### src/core/sfr_bank_defines.svh
/*
  Offsets, field positions and reset values of the bank 0 special function
  register map. Included by the register bank design file by bare name.
*/
`ifndef SFR_BANK_DEFINES_SVH
`define SFR_BANK_DEFINES_SVH

// register indices; byte address on the bus is four times the index
`define OFS_INDIRECT_PORT 7'h00
`define OFS_TIMER_COUNT 7'h01
`define OFS_PC_LOW_BYTE 7'h02
`define OFS_CORE_STATUS 7'h03
`define OFS_INDIRECT_POINTER 7'h04
`define OFS_PORT_PINS 7'h05
`define OFS_PC_HIGH_LATCH 7'h0A
`define OFS_INTERRUPT_CONTROL 7'h0B
`define OFS_PERIPHERAL_IRQ 7'h0C
`define OFS_CONVERSION_RESULT 7'h1E
`define OFS_CONVERTER_CONTROL 7'h1F

// core status fields
`define BIT_INDIRECT_BANK 7
`define BIT_BANK_HIGH 6
`define BIT_BANK_LOW 5
`define BIT_TIME_OUT 4
`define BIT_POWER_DOWN 3

// interrupt control and peripheral flags
`define BIT_TIMER_FLAG 2
`define BIT_EDGE_FLAG 1
`define BIT_CHANGE_FLAG 0
`define BIT_CONV_FLAG 6
`define MASK_PERIPHERAL_IRQ 8'h40

// converter control fields; reserved bits 5 and 1 are not stored
`define BIT_CONV_GO 2
`define MASK_CONVERTER_CONTROL 8'hDD

// reset values
`define RST_ZERO_BYTE 8'h00
`define RST_STATUS_POR 8'h18
`define RST_PORT_SERIAL_POR 2'h3
`define RST_PC_HIGH_LATCH 5'h00

`endif

### src/core/sfr_bank_pkg.sv
/*
  Types shared by the register bank and its helpers.
  Assumes the defines header is on the include path.
*/
package sfr_bank_pkg;

  // classic wishbone request as the master drives it
  typedef struct packed {
    logic cyc;
    logic stb;
    logic we;
    logic [3:0] sel;
    logic [31:0] adr;
    logic [31:0] dat;
  } wb_req_type;

  // data memory access made through the indirect port
  typedef struct packed {
    logic req;
    logic we;
    logic [8:0] addr;
    logic [7:0] wdata;
  } mem_req_type;

  // upper program counter transfer
  typedef struct packed {
    logic load;
    logic [12:0] target;
  } pc_load_type;

  typedef enum logic [3:0] {
    SEL_NONE = 4'h0,
    SEL_INDIRECT = 4'h1,
    SEL_TIMER = 4'h2,
    SEL_PC_LOW = 4'h3,
    SEL_STATUS = 4'h4,
    SEL_POINTER = 4'h5,
    SEL_PORT = 4'h6,
    SEL_PC_HIGH = 4'h7,
    SEL_INT_CTRL = 4'h8,
    SEL_PERIPH_IRQ = 4'h9,
    SEL_CONV_RESULT = 4'hA,
    SEL_CONV_CTRL = 4'hB
  } reg_sel_type;

endpackage

### src/core/sfr_sync.sv
/*
  Two flip-flop synchroniser for pin levels.
  Assumes inputs are asynchronous to core_clk; only the second stage is read.
*/
`timescale 1ns/1ps
`default_nettype none

module sfr_sync #(
  parameter int WIDTH = 1,
  parameter logic [WIDTH-1:0] RESET_VALUE = '0
) (
  // clock and reset
  input wire logic core_clk,
  input wire logic srst,
  // level in and out
  input wire logic [WIDTH-1:0] async_in,
  output logic [WIDTH-1:0] sync_out
);

  logic [WIDTH-1:0] first_stage;

  always_ff @(posedge core_clk)
  begin
    if (srst)
    begin
      first_stage <= RESET_VALUE;
      sync_out <= RESET_VALUE;
    end
    else
    begin
      first_stage <= async_in;
      sync_out <= first_stage;
    end
  end

endmodule // sfr_sync

`default_nettype wire

### src/core/sfr_wb_port.sv
/*
  Classic wishbone slave handshake: one commit pulse per request, ack one
  cycle later. Assumes the master holds its request until it sees ack.
*/
`timescale 1ns/1ps
`default_nettype none

module sfr_wb_port (
  // clock and reset
  input wire logic core_clk,
  input wire logic srst,
  // bus strobes
  input wire logic cyc,
  input wire logic stb,
  // low while the access is waiting on data memory
  input wire logic ready,
  // handshake
  output logic commit,
  output logic ack
);

  // ack high blocks a second commit while the master still holds the request
  assign commit = cyc && stb && !ack && ready;

  always_ff @(posedge core_clk)
  begin
    if (srst)
      ack <= 1'b0;
    else
      ack <= commit;
  end

endmodule // sfr_wb_port

`default_nettype wire

### src/core/sfr_bank0.sv
/*
  Bank 0 special function registers behind a classic wishbone slave.
  Assumes the data memory answers mem_ack on core_clk, the peripherals give
  one-cycle event pulses on core_clk, and srst is the power-on reset.
*/
`timescale 1ns/1ps
`default_nettype none
`include "sfr_bank_defines.svh"

// Behaviour
// - mirrored core registers decode the same whichever bank is selected
// - upper program counter bits come only from the writable high latch
// - unimplemented bank 0 locations read zero
// - without serial memory, port bits seven and six read zero
// - every reset clears pc low, converter control, high latch
// - status is 0001 1xxx on power-on, 000q quuu otherwise
// - port and interrupt control reset values; other resets keep listed bits
// - indirect port has no storage; accesses reach memory at the pointer
// - status bit five selects bank one when set
module sfr_bank0 #(
  parameter bit HAS_SERIAL_MEM = 1'b0
) (
  // clock and reset
  input wire logic core_clk,
  input wire logic srst,
  // register bus
  input wire sfr_bank_pkg::wb_req_type wb_req,
  output logic [31:0] wb_dat_o,
  output logic wb_ack_o,
  // data memory behind the indirect port
  output sfr_bank_pkg::mem_req_type mem_req,
  input wire logic mem_ack,
  input wire logic [7:0] mem_rdata,
  // reset causes
  input wire logic master_clear_pin_n,
  input wire logic watchdog_reset,
  input wire logic core_asleep,
  // peripheral events
  input wire logic timer_tick,
  input wire logic ext_edge,
  input wire logic pin_change,
  input wire logic conv_done,
  input wire logic [7:0] conv_value,
  // port pins
  input wire logic [7:0] port_pins_in,
  output logic [7:0] port_latch,
  // to the core and peripherals
  output sfr_bank_pkg::pc_load_type pc_load,
  output logic bank_select_low,
  output logic [7:0] interrupt_control_out,
  output logic [7:0] converter_control_out
);

  ////////////////////////////////////////////////////////////////////////////

  logic [7:0] timer_count;
  logic [7:0] pc_low_byte;
  logic [7:0] core_status_flags;
  logic [7:0] indirect_pointer;
  logic [7:0] interrupt_control;
  logic [7:0] peripheral_irq_flags;
  logic [7:0] conversion_result;
  logic [7:0] converter_control;
  logic [4:0] pc_high_latch;
  logic [7:0] port_sync;
  logic master_clear_pin_sync_n;
  logic other_reset;
  logic commit;
  logic ready;
  logic wr;
  logic [6:0] index;
  logic in_range;
  logic [7:0] wdata;
  logic pointer_self;
  logic [7:0] port_read;
  logic [7:0] next_read;
  logic [7:0] next_status;
  logic [7:0] port_mask;
  sfr_bank_pkg::reg_sel_type sel;

  ////////////////////////////////////////////////////////////////////////////
  // decode

  // bank 1 locations other than the mirrors belong to another block
  function automatic sfr_bank_pkg::reg_sel_type decode(
    input logic [6:0] idx,
    input logic bank_one
  );
    sfr_bank_pkg::reg_sel_type s;
    s = sfr_bank_pkg::SEL_NONE;
    unique case (idx)
      `OFS_INDIRECT_PORT: s = sfr_bank_pkg::SEL_INDIRECT;
      `OFS_PC_LOW_BYTE: s = sfr_bank_pkg::SEL_PC_LOW;
      `OFS_CORE_STATUS: s = sfr_bank_pkg::SEL_STATUS;
      `OFS_INDIRECT_POINTER: s = sfr_bank_pkg::SEL_POINTER;
      `OFS_PC_HIGH_LATCH: s = sfr_bank_pkg::SEL_PC_HIGH;
      `OFS_INTERRUPT_CONTROL: s = sfr_bank_pkg::SEL_INT_CTRL;
      `OFS_TIMER_COUNT:
        s = bank_one ? sfr_bank_pkg::SEL_NONE : sfr_bank_pkg::SEL_TIMER;
      `OFS_PORT_PINS:
        s = bank_one ? sfr_bank_pkg::SEL_NONE : sfr_bank_pkg::SEL_PORT;
      `OFS_PERIPHERAL_IRQ:
        s = bank_one ? sfr_bank_pkg::SEL_NONE : sfr_bank_pkg::SEL_PERIPH_IRQ;
      `OFS_CONVERSION_RESULT:
        s = bank_one ? sfr_bank_pkg::SEL_NONE : sfr_bank_pkg::SEL_CONV_RESULT;
      `OFS_CONVERTER_CONTROL:
        s = bank_one ? sfr_bank_pkg::SEL_NONE : sfr_bank_pkg::SEL_CONV_CTRL;
      default: s = sfr_bank_pkg::SEL_NONE;
    endcase
    return s;
  endfunction

  assign index = wb_req.adr[8:2];
  // upper address bits set is an unmapped access
  assign in_range = (wb_req.adr[31:9] == 23'h000000);
  assign bank_select_low = core_status_flags[`BIT_BANK_LOW];
  assign sel = in_range ? decode(index, bank_select_low)
                        : sfr_bank_pkg::SEL_NONE;
  assign wdata = wb_req.dat[7:0];
  // write only when the low byte lane is enabled
  assign wr = commit && wb_req.we && wb_req.sel[0];
  assign pointer_self = (indirect_pointer == `RST_ZERO_BYTE);

  ////////////////////////////////////////////////////////////////////////////
  // bus handshake and indirect memory access

  // pointing the indirect port at itself touches no memory
  assign ready = !(sel == sfr_bank_pkg::SEL_INDIRECT) || pointer_self
                 || mem_ack;

  sfr_wb_port u_wb_port (
    .core_clk(core_clk),
    .srst(srst),
    .cyc(wb_req.cyc),
    .stb(wb_req.stb),
    .ready(ready),
    .commit(commit),
    .ack(wb_ack_o)
  );

  always_comb
  begin
    mem_req.req = wb_req.cyc && wb_req.stb && !wb_ack_o
                  && (sel == sfr_bank_pkg::SEL_INDIRECT) && !pointer_self;
    mem_req.we = wb_req.we && wb_req.sel[0];
    mem_req.addr = {core_status_flags[`BIT_INDIRECT_BANK], indirect_pointer};
    mem_req.wdata = wdata;
  end

  ////////////////////////////////////////////////////////////////////////////
  // reset causes and pins

  sfr_sync #(
    .WIDTH(1),
    .RESET_VALUE(1'b1)
  ) u_master_clear_pin_sync (
    .core_clk(core_clk),
    .srst(srst),
    .async_in(master_clear_pin_n),
    .sync_out(master_clear_pin_sync_n)
  );

  sfr_sync #(
    .WIDTH(8),
    .RESET_VALUE(8'h00)
  ) u_port_sync (
    .core_clk(core_clk),
    .srst(srst),
    .async_in(port_pins_in),
    .sync_out(port_sync)
  );

  // held while the pin stays low
  assign other_reset = !master_clear_pin_sync_n || watchdog_reset;

  ////////////////////////////////////////////////////////////////////////////
  // read data

  assign port_mask = HAS_SERIAL_MEM ? 8'hFF : 8'h3F;
  assign port_read = port_sync & port_mask;

  always_comb
  begin
    next_read = 8'h00;
    unique case (sel)
      sfr_bank_pkg::SEL_INDIRECT: next_read = pointer_self ? 8'h00 : mem_rdata;
      sfr_bank_pkg::SEL_TIMER: next_read = timer_count;
      sfr_bank_pkg::SEL_PC_LOW: next_read = pc_low_byte;
      sfr_bank_pkg::SEL_STATUS: next_read = core_status_flags;
      sfr_bank_pkg::SEL_POINTER: next_read = indirect_pointer;
      sfr_bank_pkg::SEL_PORT: next_read = port_read;
      sfr_bank_pkg::SEL_PC_HIGH: next_read = {3'h0, pc_high_latch};
      sfr_bank_pkg::SEL_INT_CTRL: next_read = interrupt_control;
      sfr_bank_pkg::SEL_PERIPH_IRQ: next_read = peripheral_irq_flags;
      sfr_bank_pkg::SEL_CONV_RESULT: next_read = conversion_result;
      sfr_bank_pkg::SEL_CONV_CTRL: next_read = converter_control;
      sfr_bank_pkg::SEL_NONE: next_read = 8'h00;
      default: next_read = 8'h00;
    endcase
  end

  always_ff @(posedge core_clk)
  begin
    if (srst)
      wb_dat_o <= 32'h00000000;
    else if (commit && !wb_req.we)
      wb_dat_o <= {24'h000000, next_read};
  end

  ////////////////////////////////////////////////////////////////////////////
  // program counter

  always_ff @(posedge core_clk)
  begin
    if (srst || other_reset)
    begin
      pc_low_byte <= `RST_ZERO_BYTE;
      pc_high_latch <= `RST_PC_HIGH_LATCH;
    end
    else if (wr && sel == sfr_bank_pkg::SEL_PC_LOW)
      pc_low_byte <= wdata;
    else if (wr && sel == sfr_bank_pkg::SEL_PC_HIGH)
      pc_high_latch <= wdata[4:0];
  end

  // the upper counter bits are only ever loaded from the latch
  always_ff @(posedge core_clk)
  begin
    if (srst || other_reset)
      pc_load <= '0;
    else
    begin
      pc_load.load <= wr && sel == sfr_bank_pkg::SEL_PC_LOW;
      pc_load.target <= {pc_high_latch, wdata};
    end
  end

  ////////////////////////////////////////////////////////////////////////////
  // core status

  // power-down and time-out flags are read only
  assign next_status = {wdata[7:5], core_status_flags[4:3], wdata[2:0]};

  always_ff @(posedge core_clk)
  begin
    if (srst)
      core_status_flags <= `RST_STATUS_POR;
    else if (other_reset)
    begin
      core_status_flags[7:5] <= 3'h0;
      core_status_flags[`BIT_TIME_OUT] <= !watchdog_reset;
      core_status_flags[`BIT_POWER_DOWN] <= !core_asleep;
    end
    else if (wr && sel == sfr_bank_pkg::SEL_STATUS)
      core_status_flags <= next_status;
  end

  ////////////////////////////////////////////////////////////////////////////
  // pointer, timer, port latch

  // pointer and timer keep their contents over non power-up resets
  always_ff @(posedge core_clk)
  begin
    if (srst)
      indirect_pointer <= `RST_ZERO_BYTE;
    else if (wr && sel == sfr_bank_pkg::SEL_POINTER && !other_reset)
      indirect_pointer <= wdata;
  end

  always_ff @(posedge core_clk)
  begin
    if (srst)
      timer_count <= `RST_ZERO_BYTE;
    else if (other_reset)
      timer_count <= timer_count;
    else if (wr && sel == sfr_bank_pkg::SEL_TIMER)
      timer_count <= wdata;
    else if (timer_tick)
      timer_count <= timer_count + 8'h01;
  end

  // bits 7:6 exist only with serial memory; every reset sets them again
  always_ff @(posedge core_clk)
  begin
    if (srst)
      port_latch <= {HAS_SERIAL_MEM ? `RST_PORT_SERIAL_POR : 2'h0, 6'h00};
    else if (other_reset)
      port_latch[7:6] <= HAS_SERIAL_MEM ? `RST_PORT_SERIAL_POR : 2'h0;
    else if (wr && sel == sfr_bank_pkg::SEL_PORT)
      port_latch <= {HAS_SERIAL_MEM ? wdata[7:6] : 2'h0, wdata[5:0]};
  end

  ////////////////////////////////////////////////////////////////////////////
  // interrupt control and peripheral flags

  // hardware events win over a clearing write in the same cycle
  always_ff @(posedge core_clk)
  begin
    if (srst)
      interrupt_control <= `RST_ZERO_BYTE;
    else if (other_reset)
      interrupt_control[7:1] <= 7'h00;
    else
    begin
      if (wr && sel == sfr_bank_pkg::SEL_INT_CTRL)
        interrupt_control <= wdata;
      if (timer_tick && timer_count == 8'hFF
          && !(wr && sel == sfr_bank_pkg::SEL_TIMER))
        interrupt_control[`BIT_TIMER_FLAG] <= 1'b1;
      if (ext_edge)
        interrupt_control[`BIT_EDGE_FLAG] <= 1'b1;
      if (pin_change)
        interrupt_control[`BIT_CHANGE_FLAG] <= 1'b1;
    end
  end

  always_ff @(posedge core_clk)
  begin
    if (srst || other_reset)
      peripheral_irq_flags <= `RST_ZERO_BYTE;
    else if (conv_done)
      peripheral_irq_flags[`BIT_CONV_FLAG] <= 1'b1;
    else if (wr && sel == sfr_bank_pkg::SEL_PERIPH_IRQ)
      peripheral_irq_flags <= wdata & `MASK_PERIPHERAL_IRQ;
  end

  ////////////////////////////////////////////////////////////////////////////
  // converter

  always_ff @(posedge core_clk)
  begin
    if (srst)
      conversion_result <= `RST_ZERO_BYTE;
    else if (other_reset)
      conversion_result <= conversion_result;
    else if (conv_done)
      conversion_result <= conv_value;
    else if (wr && sel == sfr_bank_pkg::SEL_CONV_RESULT)
      conversion_result <= wdata;
  end

  // finish clears the go bit; a finish overrides a go bit written in the same cycle
  always_ff @(posedge core_clk)
  begin
    if (srst || other_reset)
      converter_control <= `RST_ZERO_BYTE;
    else
    begin
      if (wr && sel == sfr_bank_pkg::SEL_CONV_CTRL)
        converter_control <= wdata & `MASK_CONVERTER_CONTROL;
      if (conv_done)
        converter_control[`BIT_CONV_GO] <= 1'b0;
    end
  end

  assign interrupt_control_out = interrupt_control;
  assign converter_control_out = converter_control;

endmodule // sfr_bank0

`default_nettype wire

### config.mk
export PLATFORM = sky130hd
export DESIGN_NAME = sfr_bank0
export DESIGN_NICKNAME = d
export VERILOG_FILES = /design/src/core/sfr_bank_pkg.sv /design/src/core/sfr_sync.sv /design/src/core/sfr_wb_port.sv /design/src/core/sfr_bank0.sv
export VERILOG_INCLUDE_DIRS = /design/src /design/src/core
export SDC_FILE = /design/constraint.sdc
export NUM_CORES = 1
export LEC_CHECK = 0
export BUFFER_PORTS_ARGS = -buffer_cell sky130_fd_sc_hd__buf_2
export CORE_AREA = 8 8 114 116
export DETAILED_ROUTE_END_ITERATION = 6
export DIE_AREA = 0 0 122 124
export PLACE_DENSITY_LB_ADDON = 0.2
export SKIP_LAST_GASP = 1
export SLEW_MARGIN = 5
export SYNTH_ARGS = -nofsm -noshare
export SYNTH_HDL_FRONTEND = slang
export SYNTH_SLANG_ARGS = --single-unit
### constraint.sdc
create_clock -name core_clk -period 4.1 [get_ports core_clk]
set_input_delay 0 -clock core_clk [delete_from_list [all_inputs] [get_ports core_clk]]
set_output_delay 0 -clock core_clk [all_outputs]
set_load 0.05 [all_outputs]
==> results summary, run 1 <==
The number of sinks handled by clock tree synthesis came out at 103. The non-filler instance count after layout is 841. The final wirelength came out at 16200 um.

The diode insertion count for antenna repair is 0. The floorplan step set the die height to 124 um. The leakage power total is 2.74 nW. Among all flip-flop cells after synthesis, the most frequent one is dfxtp_1.

The total clock buffers created by CTS is 9. The area growth from synthesis to layout is 18.5%. For this configuration, the core starts out at a cell density of 46.0%.

The most instantiated library cell after synthesis is dfxtp_1. The largest fanout on the critical path is 15. The share of synthesized registers carrying an async set or reset came out at 0%.

The pre-antenna-repair detailed-routing pass consisted of 5 iterations. The I/O pin total is 196. The synthesized netlist cell count is 570. For the worst setup path, the data arrival time is 3.35 ns. The number of rows in the core area came out at 39. The post-route clock skew is 0.00504 ns. The worst vdd rail ir drop came out at 0.000281 V. The clock latency of the later-clocked register in the worst-skew pair is 0.35 ns. The estimated wirelength of the detail-placed design is 12200 um. The clock input transition at the sequential cells of the worst setup and hold paths came out at 0.07 ns. The total overflow reported by the global router came out at 0. The final hold violation count came out at 0. The worst-case headroom to the max-slew limit came out at 16.8%.

The post-detailed-route DRC marker count came out at 0. The largest net degree at the start of global routing is 55. The register area share after synthesis is 40.2%.

STA classifies the critical path endpoint as a register. The tool flagged a number of max-cap violations equal to 0. By area the synthesized netlist is led by dfxtp_1 (40%), mux2i_1 (7.8%), buf_4 (6.1%). The number of synthesized flops with an enable pin came out at 0. The smallest setup slack after layout is 0.997 ns. CTS placed an instance of clkbuf_16 at the clock tree root. During placement, the flow inserted port buffers numbering 136.

The number of H-tree branching levels came out at 3. The flip-flop and latch count after synthesis is 103. The number of antenna violations at the first check in global routing is 0. For this run, the total global-route usage over all layers was measured as 21.3%. The area share of the largest cell type after synthesis came out at 40.2%.

The final weighted congestion of routability-driven global placement is 0.924. The data required time of the worst path is 4.35 ns. The number of placed instances, taps included came out at 813. The tightest min-delay check is of the input pin to register type.

Post-CTS repair changed the size of 0 cells. The netlist uses 64 different library cells. After synthesis the cells add up to 5130 um^2. The number of global-route vias before repair came to 4562. The number of slew-limit violations in the final report came to 0. Before CTS, the worst setup slack after placement is 1.10 ns. The number of filler instances in the final layout came out at 1072. Detailed routing inserted a total of 4610 vias.

The DRC marker count from the first detailed-route iteration came out at 415. Of the available clock period, the critical path in the final layout requires 75.7%. Using the TritonRoute via totals, the vias-per-cell ratio works out to 5.48.

Measured along the x axis, the die boundary spans 122 um. The dominant cell type by area after synthesis is dfxtp_1. The synthesized area per cell is 9.01 um^2. Cells with a size suffix above 1 make up 28.1% of the layout. Setup repair after global routing left no endpoint under its margin. The clock tree from TritonCTS is done. The average routed wire per standard cell is 19.3 um.

The run finished with clean final reports. The worst setup path is launched from a register. The maximum operating frequency came out at 322 MHz. The core outline area is 11200 um^2.

The number of setup violations in the final report is 0. The wire length of the first global-routing pass came out at 25000 um. The detail route stage leaves a number of antenna-violating nets equal to 0.

The maximum clock path buffer count is 2. The floorplan step defined a die boundary enclosing 15100 um^2. The smallest hold slack came out at 0.0129 ns.

For the pin with the worst max-slew slack, the measured transition is 1.24 ns. The layout net count came out at 799. The start-to-end type of the worst setup path is register to register. The sum of negative setup slack came out at 0 ns. The power density normalized to cell area is 349 nW/um^2. Counting instances in the post-synthesis netlist gives the leading cell types as dfxtp_1 (103), nand2_1 (58), buf_4 (42). Yosys printed 0 warnings. The post-layout minimum cycle time came out at 3.10 ns.
-- cells by family after synthesis --
kind of cell               Yosys count  synth area share [%]
adders and majority gates            2                 0.463
and+or+nand+nor                    217                  23.1
xor gates and xnor gates             1                 0.171
buffers and inverters               84                  9.92
AOI/OAI and AO/OA                  102                  13.9
muxes                               60                  12.2
DFF                                103                  40.2
other                                1                0.0730
-- what timing repair did --
action	4_1_cts	5_1_grt
endpoints found under the hold margin	12	0
hold buffers	12	0
endpoints found under the setup margin	0	0
setup buffers	0	0
-- registers in the layout (all words and copies together) (netlist names) --
name and count:
pc_high_latch 5, timer_count 8, u_port_sync.sync_out 6, u_master_clear_pin_sync.first_stage 1
indirect_pointer 8, interrupt_control_out 8, u_wb_port.ack 1, pc_low_byte 8
port_latch 6, pc_load 14, wb_dat_o 8, peripheral_irq_flags 1
core_status_flags 8, conversion_result 8, u_port_sync.first_stage 6, u_master_clear_pin_sync.sync_out 1
converter_control_out 6
-- where the power goes --
part           total, mW  switching, mW  internal, mW
combinational      0.268          0.192        0.0753
clock              0.822          0.386         0.435
sequential          1.03         0.0119          1.02
-- stage by stage --
step / utilization [%] / power (mW) / instance area (um^2)
floorplan: - / 1.26 / 5240
global placement: 50.8 / 1.31 / 5680
detailed placement: 50.8 / 1.31 / 5680
CTS: 54.5 / 2.13 / 6080
global route: 54.5 / 2.19 / 6080
finish: 54.5 / 2.12 / 6080
-- cell type report --
type | instances | area [um^2] | share of cell area, %
Sequential cell | 103 | 2060 | 33.9
Clock inverter | 5 | 41.3 | 0.679
Clock buffer | 11 | 243 | 3.99
Multi-Input combinational cell | 410 | 2670 | 43.8
Timing Repair Buffer | 152 | 831 | 13.7
Inverter | 17 | 63.8 | 1.05
Tap cell | 143 | 179 | 2.94
-- worst max-delay path: stages, from the launching register on --
cell,delay [ns]
dfxtp_1,0.56
nor3b_1,0.13
o31ai_1,0.35
a21boi_2,0.61
buf_4,0.34
mux2_2,0.37
a22oi_1,0.24
nand4_1,0.16
a22o_1,0.22
-- worst paths after layout --
kind                                            start                          endpoint  slack, ns  depth (start not counted)
setup reg to reg                 core_status_flags[5]                       wb_dat_o[3]        1.0                          8
hold reg to reg   u_master_clear_pin_sync.first_stage  u_master_clear_pin_sync.sync_out       0.41                          1
hold / removal                          conv_value[4]              conversion_result[4]       0.01                          3
setup / recovery                 core_status_flags[5]                       wb_dat_o[3]        1.0                          8
-- metal layers --
layer	track usage, %	vias up	wire [um]	part of all wire, %
met4	6.71	0	333	2.1
met2	33.5	213	7200	44
li1	-	2215	-	-
met5	0	-	0	0
met3	4.90	27	1350	8.3
met1	28.4	2155	7310	45
-- cell usage in the layout (no fill, tap or decap), types with 3 or more instances in the layout --
cell,instances
clkbuf_16,9
a211oi_1,8
nand4_1,7
nand3_1,23
nor2b_1,18
a22o_1,8
a31oi_1,5
inv_1,17
or2_2,3
or3_1,3
a32oi_1,5
a221oi_1,3
mux2_2,20
nand3b_1,7
dlygate4sd3_1,12
nand2_1,58
nor3_1,12
nand2b_1,5
a21oi_1,22
buf_4,4
buf_2,136
nor3b_1,3
and3_1,4
mux2i_1,40
a22oi_1,14
nor2_1,38
nor4_1,8
a21o_1,5
conb_1,28
and2_1,7
dfxtp_1,103
o21ai_0,14
No activity file was read; power rests on OpenSTA's default activity.
==> run 2, diff against run 1 <==
==> constraint.sdc (replaced) <==
create_clock -name core_clk -period 3.2 [get_ports core_clk]
set_input_delay 0 -clock core_clk [delete_from_list [all_inputs] [get_ports core_clk]]
set_output_delay 0 -clock core_clk [all_outputs]
set_load 0.05 [all_outputs]
==> results summary, run 2 (synthesis results as in run 1) <==
The largest fanout on the critical path came out at 12. Dividing the final minimum period by the clock period gives 85.5%. The region available for standard cell placement spans 11200 um^2. The post-synthesis to final-layout area growth is 20.6%. The vertical extent of the die came out at 124 um. The post-route clock skew came out at 0.00780 ns. The smallest setup slack after layout is 0.463 ns.

The number of rows in the core area is 39. Gates resized during post-CTS repair numbered 0. The I/O pin total came out at 196. The wire length of the first global-routing pass is 25300 um. The later pin in the worst-skew pair is clocked with a latency of 0.35 ns. Timing analysis after detailed placement gives a worst setup slack of 0.503 ns.

For this run, the total global-route usage over all layers was measured as 21.5%. pc_load holds more flip-flops than any other register. Fill cells in the final layout number 1051. The maximum clock path buffer count is 2.

The arrival time of the worst setup path came out at 3.03 ns. Power spread over the standard cell area amounts to 449 nW/um^2. The post-detailed-route DRC marker count came out at 4. Setup violations remaining at the end of the flow were counted as 0.

Routability-driven placement finished with a final weighted congestion of 0.928. The estimated wirelength of the detail-placed design came out at 12400 um. The number of H-tree branching levels is 3. The detailed-routing iteration count for the pre-antenna-repair pass is 7. Leaving out fill and tap cells, the most frequent cells in the layout are buf_2 (136), dfxtp_1 (103), nand2_1 (58). The diode insertion count for antenna repair is 0. Dividing the detail-routed wire length by the instance count gives 19.1 um. STA classifies the critical path endpoint as a register.

Headroom to the max-slew limit came out at 51.3%. The worst-case IR drop observed on VDD is 0.000310 V. The final wirelength is 16300 um. The sum of negative setup slack came out at 0 ns. The count of buffers inserted at the top-level ports is 136. Setup repair after global routing left no endpoint under its margin.

The commonest non-fill, non-tap cell in the layout is buf_2. Hold is met by 0.00877 ns. The end-of-flow core utilization came out at 55.4%. At the pin with the least slew margin, the transition time is 0.731 ns.

In this run the worst hold path is classified as input pin to register. The setup fix buffers added after clock tree synthesis came out at 0. Using the TritonRoute via totals, the vias-per-cell ratio works out to 5.44.

Clock tree synthesis inserted a total of 9 buffers. The post-layout minimum cycle time came out at 2.74 ns. The initial standard-cell utilization of the core came out at 46.0%. The via count came out at 4643. The data required time of the worst path came out at 3.49 ns. The clock net in this run drives a total of 103 sinks. The setup path with the least slack is of type register to register. In this run, the number of DRC markers left after iteration 0 of detailed routing was 480. TritonCTS built the clock tree. The sequential standard cell area came out at 2060 um^2. The fraction of layout cells with a size suffix above 1 is 29.2%. The die area is 15100 um^2. The leakage power total came out at 2.82 nW.

The clock input transition at the sequential cells of the worst setup and hold paths is 0.07 ns. The number of slew-limit violations in the final report is 0. The max-cap violation count is 0. The total overflow left after global routing is 0.

The largest net degree at the start of global routing came out at 35. The final reports fail on DRC. STA classifies the critical path startpoint as a register.

The layout net count came out at 811. The maximum operating frequency came out at 365 MHz. The flow ran to the end, but the final reports show violations. Clock tree synthesis selected as its root buffer the cell clkbuf_16. The count of nets left with antenna violations after detail routing came out at 0. The final hold violation count is 0. The number of antenna violations at the first check in global routing came to 0. The chip width is 122 um.

The footprint of the multi-input gates came out at 2670 um^2. The number of global-route vias before repair is 4600. The register with the most flip-flops in the layout has 14 of them.
## run 2: worst max-delay path, stage by stage (launching register included)
cell and delay (ns):
dfxtp_1 0.35, buf_4 0.17, maj3_2 0.29, or3b_1 0.38
a21oi_2 0.20, nor3_1 0.06, buf_4 0.18, a311o_1 0.41
nor4_4 0.46, a22o_1 0.20
## run 2: final cells by class
class	instances	share of cell area [%]
Clock buffer	10	3.70
Tap cell	143	2.89
Timing Repair Buffer	164	14.9
Inverter	17	1.03
Sequential cell	103	33.3
Clock inverter	6	1.11
Multi-Input combinational cell	410	43.0
## run 2: per-stage QoR
step           instance area, um^2  total power [mW]  cells
2_1_floorplan                 5240              1.61    597
3_3_place_gp                  5760              1.68    824
3_5_place_dp                  5760              1.68    824
4_1_cts                       6190              2.80    853
5_1_grt                       6190              2.89    853
6_report                      6190              2.78    853
## run 2: path summary, 6_finish.rpt
kind,slack (ns),endpoint,from,depth (start not counted)
worst min-delay path,0.009,conversion_result[5],conv_value[5],3
worst max-delay path,0.46,wb_dat_o[0],core_status_flags[5],9
worst max register to register,0.46,wb_dat_o[0],core_status_flags[5],9
worst min register to register,0.42,u_master_clear_pin_sync.sync_out,u_master_clear_pin_sync.first_stage,1
## run 2: metal layers
metal / vias to the layer above / GRT usage, % / wire (um)
met5: - / 0 / 0
met4: 0 / 5.47 / 194
met3: 11 / 5.26 / 1400
met2: 221 / 33.3 / 7390
met1: 2168 / 29.4 / 7280
li1: 2243 / - / -
## run 2: repair_timing
item                                   in CTS  in global routing
endpoints found under the hold margin      13                  0
setup endpoints to repair                   0                  0
hold buffers                               13                  0
## run 2: where the power goes
part	internal [mW]	switching, mW	leakage, nW
registers	1.31	0.0166	0.837
logic	0.101	0.246	1.83
clock network	0.614	0.496	0.149
total	2.02	0.759	2.82
==> run 3, diff against run 2 <==
--- a/config.mk
+++ b/config.mk
@@ -10,7 +10,7 @@
 export CORE_AREA = 8 8 114 116
 export DETAILED_ROUTE_END_ITERATION = 6
 export DIE_AREA = 0 0 122 124
-export PLACE_DENSITY_LB_ADDON = 0.2
+export PLACE_DENSITY = 0.74
 export SKIP_LAST_GASP = 1
 export SLEW_MARGIN = 5
 export SYNTH_ARGS = -nofsm -noshare
==> results summary, run 3 (synthesis results as in run 1) <==
The overall fraction of global-route tracks in use is 20.9%. Setup repair after global routing left no endpoint under its margin. Compared with the post-synthesis result, the final layout area differs by 21.5%.

In the layout the commonest cells are buf_2 (136), dfxtp_1 (103), nand2_1 (58). TritonCTS built the clock tree. The root buffer cell chosen for the clock tree is clkbuf_16. The footprint of the multi-input gates came out at 2670 um^2. The number of global-route vias before repair is 4666.

After global routing the overflow that remains totals 0. The final hold violation count came out at 0. The I/O pin total came out at 196. The final clock period utilization by the worst path came out at 88.0%. The worst hold path belongs to the class input pin to register. Entering global routing, the biggest net connects 42 pins. In the final layout, the share of cells above drive strength 1 is 28.8%. The leakage power total is 2.83 nW. The register with the most flip-flops in the layout has 14 of them. The data required time of the worst path came out at 3.50 ns. The kind of capture point of the worst setup path is a register.

The chip width came out at 122 um. The wire length of the first global-routing pass came out at 24900 um. The number of filler instances in the final layout came out at 1035. The total power came out at 2.83 mW.

The number of rows in the core area is 39. The sequential standard cell area came out at 2060 um^2. The core outline area is 11200 um^2. The quantity of gates resized following cts is 0.

Leaving out fill and tap cells, the most frequent cell in the layout is buf_2. The sort of element at the start of the critical path is a register. The H-tree was split into 3 levels. Measured against its own limit, the worst slew margin works out to 51.3%. Counting flops per register, the top entry is pc_load. In this run the power density over the cells is 453 nW/um^2.

At the pin with the least slew margin, the transition time is 0.731 ns. The number of sinks handled by clock tree synthesis came out at 103. Clock-pin slew was measured on the worst setup and hold paths at 0.07 ns.

Clock tree synthesis inserted a total of 9 buffers. The start-to-end type of the worst setup path is register to register. The sum of negative setup slack is 0 ns.

VDD sags by at most 0.000244 V. The count of buffers inserted at the top-level ports came out at 136. The number of slew-limit violations in the final report is 0. For this run, the post-layout net count is 812. The vertical extent of the die is 124 um. The clock latency of the later-clocked register in the worst-skew pair came out at 0.35 ns. In this run the worst path has a maximum fanout of 24. In the final routed layout, each cell accounts on average for 18.7 um. Between clock sinks in the finished design, the worst skew comes to 0.00716 ns. The max-cap violation count came out at 0. The post-layout minimum cycle time is 2.82 ns.

For this configuration, the core starts out at a cell density of 46.0%. The detailed-routing iteration count for the pre-antenna-repair pass is 5. The count of nets left with antenna violations after detail routing is 0.

The maximum operating frequency came out at 355 MHz. The number of antenna diodes in the final layout is 0. Data on the critical path arrives at its endpoint at 3.11 ns. Setup violations remaining at the end of the flow were counted as 0.

The final wirelength came out at 16000 um. The post-detailed-route DRC marker count came out at 0. The per-cell via count in the routed design is 5.45. The number of antenna violations at the first check in global routing is 0.

The maximum clock path buffer count came out at 2. The die area came out at 15100 um^2. The final weighted congestion of routability-driven global placement came out at 0.968.

The run finished with clean final reports. Summed over all nets, the half-perimeter wirelength after detailed placement is 12000 um. Summing over every cut layer, the via total after detailed routing is 4658. The DRC marker count from the first detailed-route iteration is 452.
==> run 3: cell count changes in the layout (fill, tap and decap cells not counted), sizes merged <==
| cell | before | now |
|---|---|---|
| buf | 151 | 148 |
| clkinv | 3 | 2 |
| clkinvlp | 0 | 1 |
| dlygate4sd3 | 13 | 17 |
==> run 3: layout make-up <==
type | instances | share of cell area (%)
tap | 143 | 2.87
multi-input combinational | 410 | 42.7
clock inverter | 6 | 1.20
inverter | 17 | 1.02
clock buffer | 10 | 3.83
sequential | 103 | 33.1
timing repair buffer | 165 | 15.3
==> run 3: final timing paths <==
kind                                       startpoint                               end  slack (ns)  depth (start not counted)
setup / recovery                 core_status_flags[5]                       wb_dat_o[7]        0.38                          9
hold / removal                                   srst        u_port_sync.first_stage[3]        0.01                          2
setup reg to reg                 core_status_flags[5]                       wb_dat_o[7]        0.38                          9
hold reg to reg   u_master_clear_pin_sync.first_stage  u_master_clear_pin_sync.sync_out        0.42                          1
==> run 3: critical path: stages, from the launching register on <==
cell	delay [ns]
dfxtp_1	0.55
nor3b_1	0.12
o31ai_1	0.36
a21boi_2	0.28
buf_12	0.20
nor3_1	0.07
buf_4	0.17
a311o_1	0.40
nor4_4	0.41
a22o_1	0.19
==> run 3: layer usage <==
metal	track usage, %	vias to the layer above	routed length (um)
li1	-	2243	-
met3	5.67	29	1550
met5	0	-	0
met2	32.7	219	7150
met4	6.01	0	239
met1	27.6	2167	7020
==> run 3: per-stage QoR <==
stage | cells | hold slack [ns] | worst slack, ns | util (%) | cell area (um^2)
final | 854 | 0.0146 | 0.384 | 55.8 | 6240
after global routing | 854 | 0.0225 | 0.158 | 55.8 | 6240
after CTS | 854 | 0.00843 | 0.380 | 55.8 | 6240
after detailed placement | 821 | 0.189 | 0.400 | 51.5 | 5750
after global placement | 821 | 0.188 | 0.514 | 51.5 | 5750
after floorplan | 597 | 0.102 | 0.621 | - | 5240
==> run 3: report_power, final <==
part | internal, mW | switching, mW | total, mW
clock | 0.640 | 0.518 | 1.16
combinational | 0.104 | 0.245 | 0.349
sequential | 1.31 | 0.0151 | 1.32
total | 2.05 | 0.778 | 2.83
==> run 3: timing repair <==
item                                   in CTS  in global routing
hold buffers                               17                  0
endpoints found under the hold margin      17                  0
setup buffers                               0                  0
